$ cat config.mk
export PLATFORM = sky130hd
export DESIGN_NAME = msc_decoder
export DESIGN_NICKNAME = d
export VERILOG_FILES = /design/src/shared/msc_pkg.sv /design/src/core/msc_filter_mem.sv /design/src/core/msc_rate_table.sv /design/src/core/msc_decoder.sv
export SDC_FILE = /design/constraint.sdc
export NUM_CORES = 1
export LEC_CHECK = 0
export BUFFER_PORTS_ARGS = -buffer_cell sky130_fd_sc_hd__buf_2
export CAP_MARGIN = 25
export CORE_MARGIN = 2
export CORE_UTILIZATION = 45
export DETAILED_ROUTE_END_ITERATION = 8
export PLACE_DENSITY_LB_ADDON = 0.2
export SLEW_MARGIN = 40
export SYNTH_ARGS = -nofsm -noshare
export SYNTH_HDL_FRONTEND = slang
export SYNTH_SLANG_ARGS = --single-unit
$ cat constraint.sdc
create_clock -name I_REF_CLK -period 11.19 [get_ports I_REF_CLK]
set_input_delay 2.238 -clock I_REF_CLK [delete_from_list [all_inputs] [get_ports I_REF_CLK]]
set_output_delay 2.238 -clock I_REF_CLK [all_outputs]
set_load 0.05 [all_outputs]
$ cat src/shared/msc_pkg.sv
// Constants and carrier types for the meter setting command decoder.
// Assumes commands arrive already split into letter and numeric value.
package msc_pkg;
  // Command letters, ASCII
  localparam logic [7:0] LTR_RANGE = 8'h52;
  localparam logic [7:0] LTR_ZERO = 8'h5A;
  localparam logic [7:0] LTR_FILT = 8'h50;
  localparam logic [7:0] LTR_RATE = 8'h53;
  localparam logic [7:0] LTR_VALUE = 8'h56;
  localparam logic [7:0] LTR_EXEC = 8'h58;
  // Legal code limits
  localparam logic [31:0] RANGE_MAX = 32'h0000_0007;
  localparam logic [31:0] ZERO_MAX = 32'h0000_0002;
  localparam logic [31:0] FILT_MAX = 32'h0000_0063;
  localparam logic [31:0] RATE_MAX = 32'h0000_0003;
  // Zero mode codes
  localparam logic [1:0] ZERO_OFF = 2'h0;
  localparam logic [1:0] ZERO_BASE = 2'h1;
  localparam logic [1:0] ZERO_PROG = 2'h2;
  // Reset values
  localparam logic [2:0] RANGE_AUTO = 3'h0;
  localparam logic [1:0] RATE_DEFAULT = 2'h3;
  localparam logic [6:0] FILT_CNT_DEFAULT = 7'h0A;
  // Function codes with special resolution rules
  localparam logic [2:0] FUNC_DCA = 3'h3;
  localparam logic [2:0] FUNC_ACA = 3'h4;
  localparam logic [2:0] FUNC_OHMS = 3'h2;
  localparam logic [2:0] FUNC_OCOHMS = 3'h7;
  localparam int NUM_FUNC = 8;
  // Integration periods in ns and the clock period
  localparam int CLK_PERIOD_NS = 10;
  localparam int INT_35_NS = 318000;
  localparam int INT_45_NS = 2590000;
  localparam int INT_50HZ_NS = 20000000;
  localparam int INT_60HZ_NS = 16600000;
  localparam int INT_35_CYC = INT_35_NS / CLK_PERIOD_NS;
  localparam int INT_45_CYC = INT_45_NS / CLK_PERIOD_NS;
  localparam int INT_50HZ_CYC = INT_50HZ_NS / CLK_PERIOD_NS;
  localparam int INT_60HZ_CYC = INT_60HZ_NS / CLK_PERIOD_NS;
  localparam int INT_W = 22;

  // Usable resolution
  typedef enum logic [1:0] {
    RES_35 = 2'b00,
    RES_45 = 2'b01,
    RES_55 = 2'b10,
    RES_65 = 2'b11
  } msc_res_type;

  // One parsed command from the bus
  typedef struct packed {
    logic valid;
    logic [7:0] letter;
    logic signed [31:0] value;
  } msc_cmd_type;

  // Applied settings
  typedef struct packed {
    logic [2:0] range;
    logic autorange;
    logic [1:0] zero_mode;
    logic filt_on;
    logic [1:0] rate;
  } msc_set_type;
endpackage

$ cat src/core/msc_filter_mem.sv
// Per-function filter count store, eight entries of seven bits.
// Assumes one write port and a registered read of the active entry.
module msc_filter_mem
  import msc_pkg::*;
(
  // Clock and reset
  input wire logic clk,
  input wire logic rst,
  // Clear all entries to default
  input wire logic clr,
  // Write port
  input wire logic wr_en,
  input wire logic [2:0] wr_addr,
  input wire logic [6:0] wr_data,
  // Read port
  input wire logic [2:0] rd_addr,
  output logic [6:0] rd_data
);
  logic [6:0] mem_reg [NUM_FUNC]; // One count per function

  // Each entry cleared or written on its own
  genvar g;
  generate
    for (g = 0; g < NUM_FUNC; g++) begin : g_ent
      always_ff @(posedge clk or posedge rst) begin
        if (rst) begin
          mem_reg[g] <= FILT_CNT_DEFAULT;
        end else if (clr) begin
          mem_reg[g] <= FILT_CNT_DEFAULT;
        end else if (wr_en && wr_addr == 3'(g)) begin
          mem_reg[g] <= wr_data;
        end
      end
    end
  endgenerate

  // Registered read; a write shows one cycle later
  always_ff @(posedge clk or posedge rst) begin
    if (rst) begin
      rd_data <= FILT_CNT_DEFAULT;
    end else begin
      rd_data <= mem_reg[rd_addr];
    end
  end
endmodule

$ cat src/core/msc_rate_table.sv
// Maps rate, function and range to resolution and integration period.
// Assumes the mains frequency flag is stable between changes.
module msc_rate_table
  import msc_pkg::*;
#(
  parameter int C35 = INT_35_CYC,
  parameter int C45 = INT_45_CYC,
  parameter int C50 = INT_50HZ_CYC,
  parameter int C60 = INT_60HZ_CYC
)
(
  // Clock and reset
  input wire logic clk,
  input wire logic rst,
  // Selection
  input wire logic [1:0] rate,
  input wire logic [2:0] func,
  input wire logic [2:0] range,
  input wire logic line_60hz,
  // Results, registered
  output msc_res_type res,
  output logic [INT_W-1:0] int_cycles
);
  msc_res_type res_next; // Resolution before the register
  logic [INT_W-1:0] cyc_next; // Period before the register
  logic hi_ohms; // Ohms ranges 5 to 7

  // Resolution per rate and function
  always_comb begin
    hi_ohms = (range >= 3'h5);
    res_next = msc_res_type'(rate); // Base: rate n gives n steps up
    if (func == FUNC_OHMS) begin
      if (rate == 2'h3) begin
        res_next = (range == 3'h7) ? RES_55 : RES_65;
      end else if (hi_ohms) begin
        res_next = RES_55; // High ohm ranges never below 5.5 digits
      end
    end else if (func == FUNC_DCA || func == FUNC_ACA) begin
      if (rate == 2'h3) begin
        res_next = RES_55; // Current tops out at 5.5 digits
      end
    end else if (func == FUNC_OCOHMS) begin
      res_next = (rate == 2'h3) ? RES_65 : RES_55;
    end else if (func == 3'h5 || func == 3'h6) begin
      res_next = RES_55; // dB functions fixed
    end
  end

  // Period follows resolution; line cycle depends on mains
  always_comb begin
    unique case (res_next)
      RES_35: cyc_next = INT_W'(C35);
      RES_45: cyc_next = INT_W'(C45);
      RES_55, RES_65: cyc_next = line_60hz ? INT_W'(C60) : INT_W'(C50);
    endcase
  end

  // Output registers
  always_ff @(posedge clk or posedge rst) begin
    if (rst) begin
      res <= RES_35;
      int_cycles <= INT_W'(C35);
    end else begin
      res <= res_next;
      int_cycles <= cyc_next;
    end
  end
endmodule

$ cat src/core/msc_decoder.sv
// Range, zero, filter and rate setting decoder with command buffer.
// Assumes an upstream parser delivering one letter and value per cycle,
// and a front end that pulses when a range change is complete.

module msc_decoder
  import msc_pkg::*;
#(
  parameter int INT_35_CYCLES = INT_35_CYC,
  parameter int INT_45_CYCLES = INT_45_CYC,
  parameter int INT_50HZ_CYCLES = INT_50HZ_CYC,
  parameter int INT_60HZ_CYCLES = INT_60HZ_CYC
)
(
  // Clock and reset
  input wire logic I_REF_CLK,
  input wire logic I_RST,
  // Bus side
  input wire msc_pkg::msc_cmd_type I_CMD,
  input wire logic I_REMOTE_EN,
  input wire logic I_DEV_CLEAR,
  // Measurement context
  input wire logic [2:0] I_FUNC,
  input wire logic I_LINE_60HZ,
  input wire logic I_RANGE_DONE,
  input wire logic signed [31:0] I_READING,
  input wire logic I_READING_VALID,
  // Applied settings
  output msc_pkg::msc_set_type O_SETTINGS,
  output logic [6:0] O_FILT_CNT,
  output msc_pkg::msc_res_type O_RESOLUTION,
  output logic [msc_pkg::INT_W-1:0] O_INT_CYCLES,
  output logic signed [31:0] O_ZERO_SLOT,
  // Status
  output logic O_READY,
  output logic O_CMD_ERR,
  output logic O_BUS_ERR,
  // Corrected reading
  output logic signed [31:0] O_READING,
  output logic O_READING_VALID
);
  import msc_pkg::*;

  // Pending command buffer
  logic pend_range_vld_reg; // Range code waiting
  logic [2:0] pend_range_reg;
  logic pend_zero_vld_reg; // Zero code waiting
  logic [1:0] pend_zero_reg;
  logic pend_filt_vld_reg; // Filter code waiting
  logic [6:0] pend_filt_reg;
  logic pend_rate_vld_reg; // Rate code waiting
  logic [1:0] pend_rate_reg;
  logic pend_v_vld_reg; // Offset value waiting
  logic signed [31:0] pend_v_reg;
  logic pend_err_reg; // Some buffered code was bad

  // Applied state
  msc_set_type set_reg; // Drives O_SETTINGS
  logic signed [31:0] offset_reg; // Programmed offset value
  logic v_set_reg; // An offset has been programmed
  logic signed [31:0] zero_ref_reg; // Value subtracted while zero on
  logic signed [31:0] last_rd_reg; // Most recent input reading
  logic ready_reg;
  logic cmd_err_reg;
  logic bus_err_reg;
  logic signed [31:0] rd_out_reg;
  logic rd_vld_reg;

  // Decode of the incoming command
  logic cmd_ok; // Command accepted from the bus
  logic is_exec; // Execute character
  logic apply; // Execute with clean buffer
  logic val_bad; // Value outside legal range for its letter
  logic [31:0] val_u; // Value as unsigned for range checks
  logic signed [31:0] new_offset; // Offset in force after this execute
  logic new_v_set;
  logic signed [31:0] present_rd; // Reading to take as baseline
  logic filt_wr; // Filter memory write strobe

  // Command gating: no remote enable, no command
  assign cmd_ok = I_CMD.valid && I_REMOTE_EN && !I_DEV_CLEAR;
  assign is_exec = cmd_ok && I_CMD.letter == LTR_EXEC;
  assign apply = is_exec && !pend_err_reg;
  assign val_u = I_CMD.value;

  // Range check per letter; negative range, zero, filter and rate codes are bad
  always_comb begin
    val_bad = I_CMD.value < 0;
    unique case (I_CMD.letter)
      LTR_RANGE: val_bad = val_bad || val_u > RANGE_MAX;
      LTR_ZERO: val_bad = val_bad || val_u > ZERO_MAX;
      LTR_FILT: val_bad = val_bad || val_u > FILT_MAX;
      LTR_RATE: val_bad = val_bad || val_u > RATE_MAX;
      default: val_bad = 1'b0; // Offset and other letters unchecked here
    endcase
  end

  // Offset in force, including one buffered with this execute
  assign new_offset = pend_v_vld_reg ? pend_v_reg : offset_reg;
  assign new_v_set = pend_v_vld_reg || v_set_reg;
  // Present reading, taking a same-cycle sample if there is one
  assign present_rd = I_READING_VALID ? I_READING : last_rd_reg;

  // Command buffer; execute or clear empties it
  always_ff @(posedge I_REF_CLK or posedge I_RST) begin
    if (I_RST) begin
      pend_range_vld_reg <= 1'b0;
      pend_range_reg <= RANGE_AUTO;
      pend_zero_vld_reg <= 1'b0;
      pend_zero_reg <= ZERO_OFF;
      pend_filt_vld_reg <= 1'b0;
      pend_filt_reg <= 7'h00;
      pend_rate_vld_reg <= 1'b0;
      pend_rate_reg <= RATE_DEFAULT;
      pend_v_vld_reg <= 1'b0;
      pend_v_reg <= 32'sh0000_0000;
      pend_err_reg <= 1'b0;
    end else if (I_DEV_CLEAR || is_exec) begin
      // Buffer dropped after execute, good or bad
      pend_range_vld_reg <= 1'b0;
      pend_zero_vld_reg <= 1'b0;
      pend_filt_vld_reg <= 1'b0;
      pend_rate_vld_reg <= 1'b0;
      pend_v_vld_reg <= 1'b0;
      pend_err_reg <= 1'b0;
    end else if (cmd_ok) begin
      if (val_bad) begin
        pend_err_reg <= 1'b1; // Poisons the whole string
      end else begin
        unique case (I_CMD.letter)
          LTR_RANGE: begin
            pend_range_vld_reg <= 1'b1;
            pend_range_reg <= I_CMD.value[2:0];
          end
          LTR_ZERO: begin
            pend_zero_vld_reg <= 1'b1;
            pend_zero_reg <= I_CMD.value[1:0];
          end
          LTR_FILT: begin
            pend_filt_vld_reg <= 1'b1;
            pend_filt_reg <= I_CMD.value[6:0];
          end
          LTR_RATE: begin
            pend_rate_vld_reg <= 1'b1;
            pend_rate_reg <= I_CMD.value[1:0];
          end
          LTR_VALUE: begin
            pend_v_vld_reg <= 1'b1;
            pend_v_reg <= I_CMD.value;
          end
          default: begin
            // Letters owned by other blocks pass by
          end
        endcase
      end
    end
  end

  // Range and rate settings
  always_ff @(posedge I_REF_CLK or posedge I_RST) begin
    if (I_RST) begin
      set_reg.range <= RANGE_AUTO;
      set_reg.autorange <= 1'b1;
      set_reg.rate <= RATE_DEFAULT;
    end else if (I_DEV_CLEAR) begin
      set_reg.range <= RANGE_AUTO;
      set_reg.autorange <= 1'b1;
      set_reg.rate <= RATE_DEFAULT;
    end else if (apply) begin
      if (pend_range_vld_reg) begin
        set_reg.range <= pend_range_reg;
        set_reg.autorange <= pend_range_reg == RANGE_AUTO;
      end
      if (pend_rate_vld_reg) begin
        set_reg.rate <= pend_rate_reg;
      end
    end
  end

  // Ready drops on a range change and returns on front end completion
  always_ff @(posedge I_REF_CLK or posedge I_RST) begin
    if (I_RST) begin
      ready_reg <= 1'b1;
    end else if (I_DEV_CLEAR) begin
      ready_reg <= 1'b1;
    end else if (apply && pend_range_vld_reg) begin
      ready_reg <= 1'b0; // New change wins over a stale done
    end else if (I_RANGE_DONE) begin
      ready_reg <= 1'b1;
    end
  end

  // Zero mode, offset and zero slot
  always_ff @(posedge I_REF_CLK or posedge I_RST) begin
    if (I_RST) begin
      set_reg.zero_mode <= ZERO_OFF;
      offset_reg <= 32'sh0000_0000;
      v_set_reg <= 1'b0;
      zero_ref_reg <= 32'sh0000_0000;
      O_ZERO_SLOT <= 32'sh0000_0000;
    end else if (I_DEV_CLEAR) begin
      set_reg.zero_mode <= ZERO_OFF;
      offset_reg <= 32'sh0000_0000;
      v_set_reg <= 1'b0;
      zero_ref_reg <= 32'sh0000_0000;
    end else if (apply) begin
      offset_reg <= new_offset;
      v_set_reg <= new_v_set;
      if (pend_zero_vld_reg) begin
        if (pend_zero_reg == ZERO_OFF) begin
          set_reg.zero_mode <= ZERO_OFF;
        end else if (pend_zero_reg == ZERO_PROG && new_v_set) begin
          set_reg.zero_mode <= ZERO_PROG;
          zero_ref_reg <= new_offset;
          O_ZERO_SLOT <= new_offset;
        end else begin
          // Code 1, or code 2 with nothing programmed
          set_reg.zero_mode <= ZERO_BASE;
          zero_ref_reg <= present_rd;
          O_ZERO_SLOT <= present_rd;
        end
      end
    end
  end

  // Filter enable; the count itself lives per function in memory
  always_ff @(posedge I_REF_CLK or posedge I_RST) begin
    if (I_RST) begin
      set_reg.filt_on <= 1'b0;
    end else if (I_DEV_CLEAR) begin
      set_reg.filt_on <= 1'b0;
    end else if (apply && pend_filt_vld_reg) begin
      set_reg.filt_on <= pend_filt_reg != 7'h00;
    end
  end

  // A nonzero filter code overwrites the active function's count
  assign filt_wr = apply && pend_filt_vld_reg && pend_filt_reg != 7'h00;

  // Filter counts per function; read follows the active function
  msc_filter_mem u_filt_mem (
    .clk(I_REF_CLK),
    .rst(I_RST),
    .clr(I_DEV_CLEAR),
    .wr_en(filt_wr),
    .wr_addr(I_FUNC),
    .wr_data(pend_filt_reg),
    .rd_addr(I_FUNC),
    .rd_data(O_FILT_CNT)
  );

  // Resolution and integration period from rate, function and range
  msc_rate_table #(
    .C35(INT_35_CYCLES),
    .C45(INT_45_CYCLES),
    .C50(INT_50HZ_CYCLES),
    .C60(INT_60HZ_CYCLES)
  ) u_rate (
    .clk(I_REF_CLK),
    .rst(I_RST),
    .rate(set_reg.rate),
    .func(I_FUNC),
    .range(set_reg.range),
    .line_60hz(I_LINE_60HZ),
    .res(O_RESOLUTION),
    .int_cycles(O_INT_CYCLES)
  );

  // Command error: set by a rejected execute, cleared by a clean one
  always_ff @(posedge I_REF_CLK or posedge I_RST) begin
    if (I_RST) begin
      cmd_err_reg <= 1'b0;
    end else if (I_DEV_CLEAR) begin
      cmd_err_reg <= 1'b0;
    end else if (is_exec) begin
      cmd_err_reg <= pend_err_reg; // Old settings kept
    end
  end

  // Bus error pulse when a command arrives without remote enable
  always_ff @(posedge I_REF_CLK or posedge I_RST) begin
    if (I_RST) begin
      bus_err_reg <= 1'b0;
    end else begin
      bus_err_reg <= I_CMD.valid && !I_REMOTE_EN;
    end
  end

  // Latest input, kept so a baseline can be caught between samples
  always_ff @(posedge I_REF_CLK or posedge I_RST) begin
    if (I_RST) begin
      last_rd_reg <= 32'sh0000_0000;
    end else if (I_READING_VALID) begin
      last_rd_reg <= I_READING;
    end
  end

  // Reported reading relative to the zero reference while zero is on.
  // Wraps on overflow; the front end never spans the full 32 bits.
  always_ff @(posedge I_REF_CLK or posedge I_RST) begin
    if (I_RST) begin
      rd_out_reg <= 32'sh0000_0000;
      rd_vld_reg <= 1'b0;
    end else begin
      rd_vld_reg <= I_READING_VALID;
      if (I_READING_VALID) begin
        if (set_reg.zero_mode != ZERO_OFF) begin
          rd_out_reg <= I_READING - zero_ref_reg;
        end else begin
          rd_out_reg <= I_READING;
        end
      end
    end
  end

  // Outputs straight from registers
  assign O_SETTINGS = set_reg;
  assign O_READY = ready_reg;
  assign O_CMD_ERR = cmd_err_reg;
  assign O_BUS_ERR = bus_err_reg;
  assign O_READING = rd_out_reg;
  assign O_READING_VALID = rd_vld_reg;
endmodule

==> results of run 1 <==
## report_power, final
part | total (mW) | switching, mW | internal, mW | leakage, nW
clock network | 1.13 | 0.448 | 0.686 | 0.563
logic | 0.235 | 0.161 | 0.0737 | 3.93
registers | 1.13 | 0.0117 | 1.12 | 3.92
## critical path, cell delays in order
cell and delay, ns:
buf_2 0.12, ha_1 0.36, a21oi_1 0.31, a21oi_1 0.25
nor3_2 0.33, o31ai_2 0.13, o31ai_2 0.35, o21ai_1 0.17
a2111oi_0 0.51, mux2_2 0.40, o221ai_2 0.06
## area by class of cell
type | count | area [um2]
Fill cell | 2931 | 15200
Inverter | 50 | 200
Timing Repair Buffer | 196 | 1060
Sequential cell | 301 | 7570
Clock buffer | 49 | 987
Clock inverter | 12 | 156
Multi-Input combinational cell | 904 | 6520
Tap cell | 442 | 553
## logic make-up after synthesis
kind of cell / share of synthesized area (%)
AOI/OAI and AO/OA: 12.1
xor gates and xnor gates: 1.61
adders and majority gates: 2.78
buffers and inverters: 4.18
DFF: 51.6
muxes: 14.0
other: 0.0256
and+or+nand+nor: 13.7
## per-stage QoR
| step | instances | setup slack [ns] | hold slack (ns) | utilization, % |
|---|---|---|---|---|
| CTS | 1954 | 6.42 | 0.474 | 52.8 |
| detailed placement | 1893 | 5.88 | 0.460 | 49.3 |
| floorplan | 1345 | 0.681 | 0.450 | - |
| finish | 1954 | 6.39 | 0.470 | 52.8 |
| global route | 1954 | 6.18 | 0.490 | 52.8 |
| global placement | 1891 | 5.99 | 0.456 | 49.1 |
## final timing paths
kind | startpoint | end | slack [ns] | cells after the start
setup / recovery | I_READING[4] | O_READING[30] | 6.39 | 11
hold / removal | O_ZERO_SLOT[11] | O_ZERO_SLOT[11] | 0.47 | 1
setup reg to reg | zero_ref_reg[0] | O_READING[30] | 7.84 | 12
hold reg to reg | O_ZERO_SLOT[11] | O_ZERO_SLOT[11] | 0.47 | 1
max in group asynchronous | I_RST | u_rate.int_cycles[13] | 7.96 | 4
min in group asynchronous | I_RST | offset_reg[23] | 1.84 | 2
## synth_stat cells (4+ instances only)
| cell | count |
|---|---|
| dfrtp_1 | 273 |
| nor2_1 | 140 |
| nand2_1 | 117 |
| mux2_2 | 88 |
| mux2i_1 | 75 |
| a21o_1 | 73 |
| a21oi_1 | 66 |
| clkbuf_1 | 61 |
| inv_1 | 50 |
| nand3b_1 | 39 |
| a211oi_1 | 33 |
| ha_1 | 31 |
| dfstp_2 | 28 |
| o21ai_0 | 26 |
| nor2b_1 | 24 |
| a211o_1 | 18 |
| a31oi_1 | 17 |
| mux4_2 | 14 |
| xnor2_1 | 14 |
| xor2_1 | 13 |
| buf_4 | 12 |
| nand3_1 | 12 |
| nor4_1 | 10 |
| nand2b_1 | 8 |
| buf_1 | 7 |
| buf_2 | 6 |
| nor3_1 | 6 |
| nor2_2 | 5 |
| o21bai_1 | 5 |
| or3_1 | 5 |
| a2111oi_0 | 4 |
| and2_1 | 4 |
| and3_1 | 4 |
| nand4_1 | 4 |
## routing by layer
layer  part of all wire (%)  vias up  GRT usage (%)
li1                       -     4980              -
met1                     50     5215           33.7
met2                     43      257           31.1
met3                    5.0       50           3.36
met4                    1.7        4           5.18
met5                  0.067        -              0
==> impl_metrics.env, run 1 <==
export IMPL_outcome="finished, final reports clean"
export IMPL_grt_max_degree=134
export IMPL_placement_io_buffers=186
export IMPL_post_cts_resized=0
export IMPL_cts_setup_buffers=0
export IMPL_drc=0
export IMPL_drt_iter0_markers=694
export IMPL_final_cell_mix="272 x dfrtp_1, 185 x buf_2, 139 x nor2_1"
export IMPL_route_vias_total=10506
export IMPL_track_usage_pct=21.5
export IMPL_slew_headroom_pct=45.0
export IMPL_cp_required_ns=11.62
export IMPL_clk_latency_ns=0.51
export IMPL_drt_wl_total_um=35800
export IMPL_ant_nets=0
export IMPL_crit_arrival_ns=5.23
export IMPL_syn_inst=1342
export IMPL_chipWidth_um=185
export IMPL_areaGrowthSynthToFinish_pct=16.3
export IMPL_ys_async_sr_fraction_pct=100
export IMPL_final_common_cell="dfrtp_1"
export IMPL_drive_above_1_share_pct=27.1
export IMPL_critical_path_class="in2reg"
export IMPL_post_dp_cell_area_um2=15900
export IMPL_rows=66
export IMPL_antenna_found_initial=2
export IMPL_synth_top_area_share_pct=46.6
export IMPL_synth_seq_cells=301
export IMPL_cts_tree="built"
export IMPL_clock_skew_final_ns=0.0201
export IMPL_gp_congestion=0.886
export IMPL_yosysTopAreaCell="dfrtp_1"
export IMPL_drv_cap=0
export IMPL_min_path_type="reg2reg"
export IMPL_syn_avg_cell_area_um2=10.9
export IMPL_path_max_fanout=5
export IMPL_fmax_ghz=0.208
export IMPL_grt_pass1_wl_um=57500
export IMPL_die_h_um=185
export IMPL_setup_viol=0
export IMPL_synth_area_leaders="dfrtp_1 47%, mux2_2 6.8%, mux2i_1 5.1%, dfstp_2 5.0%, a21o_1 3.7%"
export IMPL_initial_utilization_pct=45.4
export IMPL_detail_route_vias_per_cell=5.38
export IMPL_slew_viol_final=0
export IMPL_ctsHoldBuffers=0
export IMPL_tns_ns=0
export IMPL_yosysSeqAreaShare_pct=51.6
export IMPL_vdd_drop_max_mv=0.106
export IMPL_post_drt_wl_per_cell_um=18.3
export IMPL_power_leakage_nw=8.41
export IMPL_final_cell_area_um2=17100
export IMPL_die_area_um2=34100
export IMPL_io_pins=191
export IMPL_grt_overflow=0
export IMPL_synth_edf_count=0
export IMPL_largest_reg_flops=56
export IMPL_synth_main_ff_cell="dfrtp_1"
export IMPL_dr_pass1_iters=5
export IMPL_yosysWarnings=0
export IMPL_htreeDepth=2
export IMPL_tightest_slew_ns=0.825
export IMPL_fin_nets=1602
export IMPL_rsz0062_at_grt="false"
export IMPL_design_power_total_mw=2.50
export IMPL_core_area_um2=32300
export IMPL_num_antenna_cells=0
export IMPL_clockBufferDepth=3
export IMPL_cp_start_kind="primary input"
export IMPL_finalCritPeriodShare_pct=42.9
export IMPL_hold_viol=0
export IMPL_end_kind="register"
export IMPL_ys_types=68
export IMPL_first_global_vias=10307
export IMPL_clock_sinks=301
export IMPL_cts_root_buffer="clkbuf_16"
export IMPL_syn_area_um2=14700
export IMPL_p_per_area_nw_per_um2=146
export IMPL_dp_hpwl_um=24500
export IMPL_numCtsBuffers=34
export IMPL_path_clk_slew_ns=0.06
export IMPL_min_period_ns=4.80
(Power assumes the default switching activity.)
==> run 2, diff against run 1 <==
clock period = 4.8 ns   (was 11.19 ns; I/O delays follow)
==> impl_metrics.env, run 2 (same netlist as run 1, synthesis figures left out) <==
export IMPL_post_dp_cell_area_um2=16000
export IMPL_p_per_area_nw_per_um2=337
export IMPL_cts_setup_buffers=0
export IMPL_detail_route_vias_per_cell=5.32
export IMPL_clockBufferDepth=3
export IMPL_ant_nets=0
export IMPL_top_layer_used="met4"
export IMPL_startpoint="I_CMD[39]"
export IMPL_io_pins=191
export IMPL_final_cell_mix="272 x dfrtp_1, 185 x buf_2, 139 x nor2_1"
export IMPL_die_h_um=185
export IMPL_slew_viol_final=0
export IMPL_die_area_um2=34100
export IMPL_rsz0062_at_grt="false"
export IMPL_reg2reg_depth=12
export IMPL_holdWs_ns=0.470
export IMPL_dp_hpwl_um=24700
export IMPL_num_antenna_cells=0
export IMPL_drt_iter0_markers=719
export IMPL_track_usage_pct=21.1
export IMPL_design_power_total_mw=5.76
export IMPL_cp_required_ns=5.19
export IMPL_core_area_um2=32300
export IMPL_drt_wl_total_um=35600
export IMPL_end_kind="register"
export IMPL_power_leakage_nw=8.43
export IMPL_first_global_vias=10237
export IMPL_antenna_found_initial=0
export IMPL_slew_headroom_pct=49.4
export IMPL_fin_nets=1608
export IMPL_outcome="finished, final reports clean"
export IMPL_grt_overflow=0
export IMPL_largest_reg_flops=56
export IMPL_hold_viol=0
export IMPL_post_drt_wl_per_cell_um=18.2
export IMPL_cts_tree="built"
export IMPL_ctsHoldBuffers=0
export IMPL_met3_length_um=1950
export IMPL_tightest_slew_ns=0.760
export IMPL_utilization_pct=52.9
export IMPL_fmax_ghz=0.286
export IMPL_numCtsBuffers=35
export IMPL_drv_cap=0
export IMPL_drc=0
export IMPL_finalCritPeriodShare_pct=72.9
export IMPL_final_common_cell="dfrtp_1"
export IMPL_htreeDepth=2
export IMPL_rows=66
export IMPL_drive_above_1_share_pct=27.2
export IMPL_grt_pass1_wl_um=56600
export IMPL_gp_congestion=0.866
export IMPL_dr_pass1_iters=5
export IMPL_clk_latency_ns=0.52
export IMPL_crit_arrival_ns=3.89
export IMPL_crit_path_end="pend_v_reg[23]"
export IMPL_setup_viol=0
export IMPL_post_cts_resized=0
export IMPL_min_period_ns=3.50
export IMPL_vdd_drop_max_mv=0.248
export IMPL_clock_sinks=301
export IMPL_clock_skew_final_ns=0.0203
export IMPL_chipWidth_um=185
export IMPL_grt_max_degree=102
export IMPL_min_path_type="in2async"
export IMPL_tns_ns=0
export IMPL_cts_root_buffer="clkbuf_16"
export IMPL_initial_utilization_pct=45.4
export IMPL_wl_met2_um=15200
export IMPL_path_clk_slew_ns=0.05
export IMPL_reg2reg_slack_ns=1.54
export IMPL_areaGrowthSynthToFinish_pct=16.5
export IMPL_final_cell_area_um2=17100
export IMPL_cp_start_kind="primary input"
export IMPL_rr_startpoint="zero_ref_reg[4]"
export IMPL_critical_path_class="in2reg"
export IMPL_placement_io_buffers=186
export IMPL_route_vias_total=10423
export IMPL_path_max_fanout=33
export IMPL_reg2reg_to="O_READING[31]"
export IMPL_wl_met1_um=17900
run 2: worst max-delay path, stage by stage:
cell and delay, ns:
buf_2 0.10, nand4bb_1 0.19, or3_4 0.36, nor3_1 0.18, mux2_2 0.36, a2111oi_0 0.54
nor2_1 0.15, and3_4 0.24, nand3b_4 0.39, mux2_2 0.40
run 2: per-layer routing:
| metal | up-vias | GRT usage, % |
|---|---|---|
| li1 | 4986 | - |
| met1 | 5116 | 32.8 |
| met2 | 276 | 30.7 |
| met3 | 45 | 3.34 |
| met4 | 0 | 5.09 |
| met5 | - | 0 |
run 2: through the flow:
| stage | instances | worst slack [ns] |
|---|---|---|
| after floorplan | 1345 | -0.138 |
| after global placement | 1894 | 0.898 |
| after detailed placement | 1898 | 0.805 |
| after CTS | 1960 | 1.35 |
| after global routing | 1960 | 1.02 |
| final | 1960 | 1.30 |
run 2: worst min-delay path by stage:
stage / start / to / slack [ns] / depth (start not counted)
floorplan: zero_ref_reg[10] / zero_ref_reg[10] / 0.45 / 1
global placement: O_ZERO_SLOT[23] / O_ZERO_SLOT[23] / 0.46 / 1
detailed placement: O_ZERO_SLOT[30] / O_ZERO_SLOT[30] / 0.46 / 1
CTS: I_RST / offset_reg[21] / 0.46 / 2
global route: I_RST / offset_reg[21] / 0.49 / 2
finish: I_RST / offset_reg[21] / 0.47 / 2
run 2: final cells by class:
class | count | area (um2)
fill | 2809 | 15200
sequential | 301 | 7570
multi-input combinational | 904 | 6520
timing repair buffer | 201 | 1130
clock buffer | 52 | 1030
tap | 442 | 553
inverter | 50 | 191
clock inverter | 10 | 97.6
run 2: where the power goes:
part	total (mW)	switching (mW)	internal, mW	leakage (nW)
registers	2.63	0.0259	2.60	3.92
logic	0.549	0.374	0.175	3.96
clock network	2.58	1.04	1.55	0.546
==> run 3, diff against run 2 <==
clock period = 3.6 ns   (was 4.8 ns; I/O delays follow)
==> impl_metrics.env, run 3 (same netlist as run 1, synthesis figures left out) <==
export IMPL_outcome="finished, final reports clean"
export IMPL_gp_congestion=0.871
export IMPL_startpoint="I_CMD[39]"
export IMPL_final_cell_mix="272 x dfrtp_1, 185 x buf_2, 139 x nor2_1"
export IMPL_rsz0062_at_grt="false"
export IMPL_critical_path_class="in2reg"
export IMPL_cp_required_ns=3.99
export IMPL_drt_wl_total_um=36200
export IMPL_clk_latency_ns=0.52
export IMPL_slew_viol_final=0
export IMPL_max_stage_delay_ns=0.56
export IMPL_worst_path_most_repeated_cell="mux2_2"
export IMPL_holdWs_ns=0.325
export IMPL_utilization_pct=53.5
export IMPL_grt_pass1_wl_um=57300
export IMPL_first_global_vias=10208
export IMPL_p_per_area_nw_per_um2=445
export IMPL_post_drt_wl_per_cell_um=18.3
export IMPL_ant_nets=0
export IMPL_areaGrowthSynthToFinish_pct=17.9
export IMPL_tightest_slew_ns=0.771
export IMPL_final_cells=1979
export IMPL_grt_max_degree=102
export IMPL_drt_iter0_markers=704
export IMPL_path_max_fanout=22
export IMPL_vdd_drop_max_mv=0.315
export IMPL_placed_cells=1917
export IMPL_nFillCells=2861
export IMPL_core_area_um2=32300
export IMPL_die_area_um2=34100
export IMPL_end_kind="register"
export IMPL_dp_hpwl_um=25200
export IMPL_fin_nets=1626
export IMPL_path_clk_slew_ns=0.06
export IMPL_finalCritPeriodShare_pct=86.3
export IMPL_ctsHoldBuffers=0
export IMPL_setup_viol=0
export IMPL_num_antenna_cells=0
export IMPL_final_common_cell="dfrtp_1"
export IMPL_route_vias_total=10611
export IMPL_min_period_ns=3.11
export IMPL_power_leakage_nw=8.55
export IMPL_critical_path_slowest_cell="a2111oi_0"
export IMPL_min_path_type="in2async"
export IMPL_rows=66
export IMPL_initial_utilization_pct=45.4
export IMPL_clock_sinks=301
export IMPL_cts_root_buffer="clkbuf_16"
export IMPL_clock_skew_final_ns=0.0249
export IMPL_cp_start_kind="primary input"
export IMPL_numCtsBuffers=34
export IMPL_chipWidth_um=185
export IMPL_htreeDepth=2
export IMPL_clockBufferDepth=3
export IMPL_dr_pass1_iters=5
export IMPL_grt_overflow=0
export IMPL_largest_reg_flops=56
export IMPL_cts_tree="built"
export IMPL_die_h_um=185
export IMPL_drc=0
export IMPL_crit_arrival_ns=3.50
export IMPL_io_pins=191
export IMPL_antenna_found_initial=0
export IMPL_hold_viol=0
export IMPL_slew_headroom_pct=48.6
export IMPL_drv_cap=0
export IMPL_placement_io_buffers=186
export IMPL_post_cts_resized=0
export IMPL_detail_route_vias_per_cell=5.36
export IMPL_crit_path_cell_trace="buf_2 > nand4bb_1 > or3_4 > nor3_1 > mux2_2 > a2111oi_0 > nor2_1 > and3_4 > nand3b_4 > buf_12 > mux2_2"
export IMPL_drive_above_1_share_pct=28.1
export IMPL_critPathTopFamily="simple AND/OR/NAND/NOR gates"
export IMPL_cts_setup_buffers=0
export IMPL_track_usage_pct=21.4
export IMPL_fmax_ghz=0.322
export IMPL_path_buf_inv=2
export IMPL_rr_startpoint="zero_ref_reg[0]"
-- run 3: routing by layer --
metal,up-vias,track usage [%],part of all wire (%)
met5,-,0,0
met4,0,4.42,1.5
met3,42,3.02,5.4
met2,282,31.6,43
met1,5254,33.5,50
li1,5033,-,-
-- run 3: cell type report --
cell class / count / area [um2] / area share [%]
Inverter: 50 / 191 / 1.11
Multi-Input combinational cell: 904 / 6520 / 37.7
Timing Repair Buffer: 220 / 1330 / 7.66
Clock buffer: 55 / 1050 / 6.07
Sequential cell: 301 / 7570 / 43.8
Tap cell: 442 / 553 / 3.20
Clock inverter: 7 / 81.3 / 0.470
-- run 3: path summary, 6_finish.rpt --
path                       depth (start not counted)  slack [ns]                     end
min in group I_REF_CLK                             2        0.40               O_BUS_ERR
hold reg to reg                                    1        0.47         O_ZERO_SLOT[15]
setup reg to reg                                  12        0.52           O_READING[30]
hold / removal                                     2        0.32         last_rd_reg[26]
max in group asynchronous                          3        2.37  u_filt_mem.mem_reg[45]
setup / recovery                                  11        0.49          pend_v_reg[20]
-- run 3: worst register-to-register path, delay by kind of cell (launching register included) --
kind,cells,cell delay (ns)
fa+ha+maj,2,0.45
compound gates,7,1.38
mux,1,0.39
flops,1,0.40
simple gates,2,0.40
-- run 3: through the flow --
stage | power, mW | setup TNS (ns) | setup slack (ns) | area (um2)
after floorplan | 4.07 | -300.66 | -1.10 | 14700
after CTS | 7.78 | 0 | 0.549 | 17300
after global routing | 7.99 | 0 | 0.220 | 17300
after global placement | 4.30 | 0 | 0.0821 | 16100
final | 7.69 | 0 | 0.495 | 17300
after detailed placement | 4.31 | 0 | 0.00625 | 16200
-- run 3: power breakdown --
part | internal [mW] | total, mW | switching, mW
logic | 0.241 | 0.744 | 0.503
clock network | 2.08 | 3.45 | 1.37
registers | 3.47 | 3.50 | 0.0351
total | 5.78 | 7.69 | 1.91
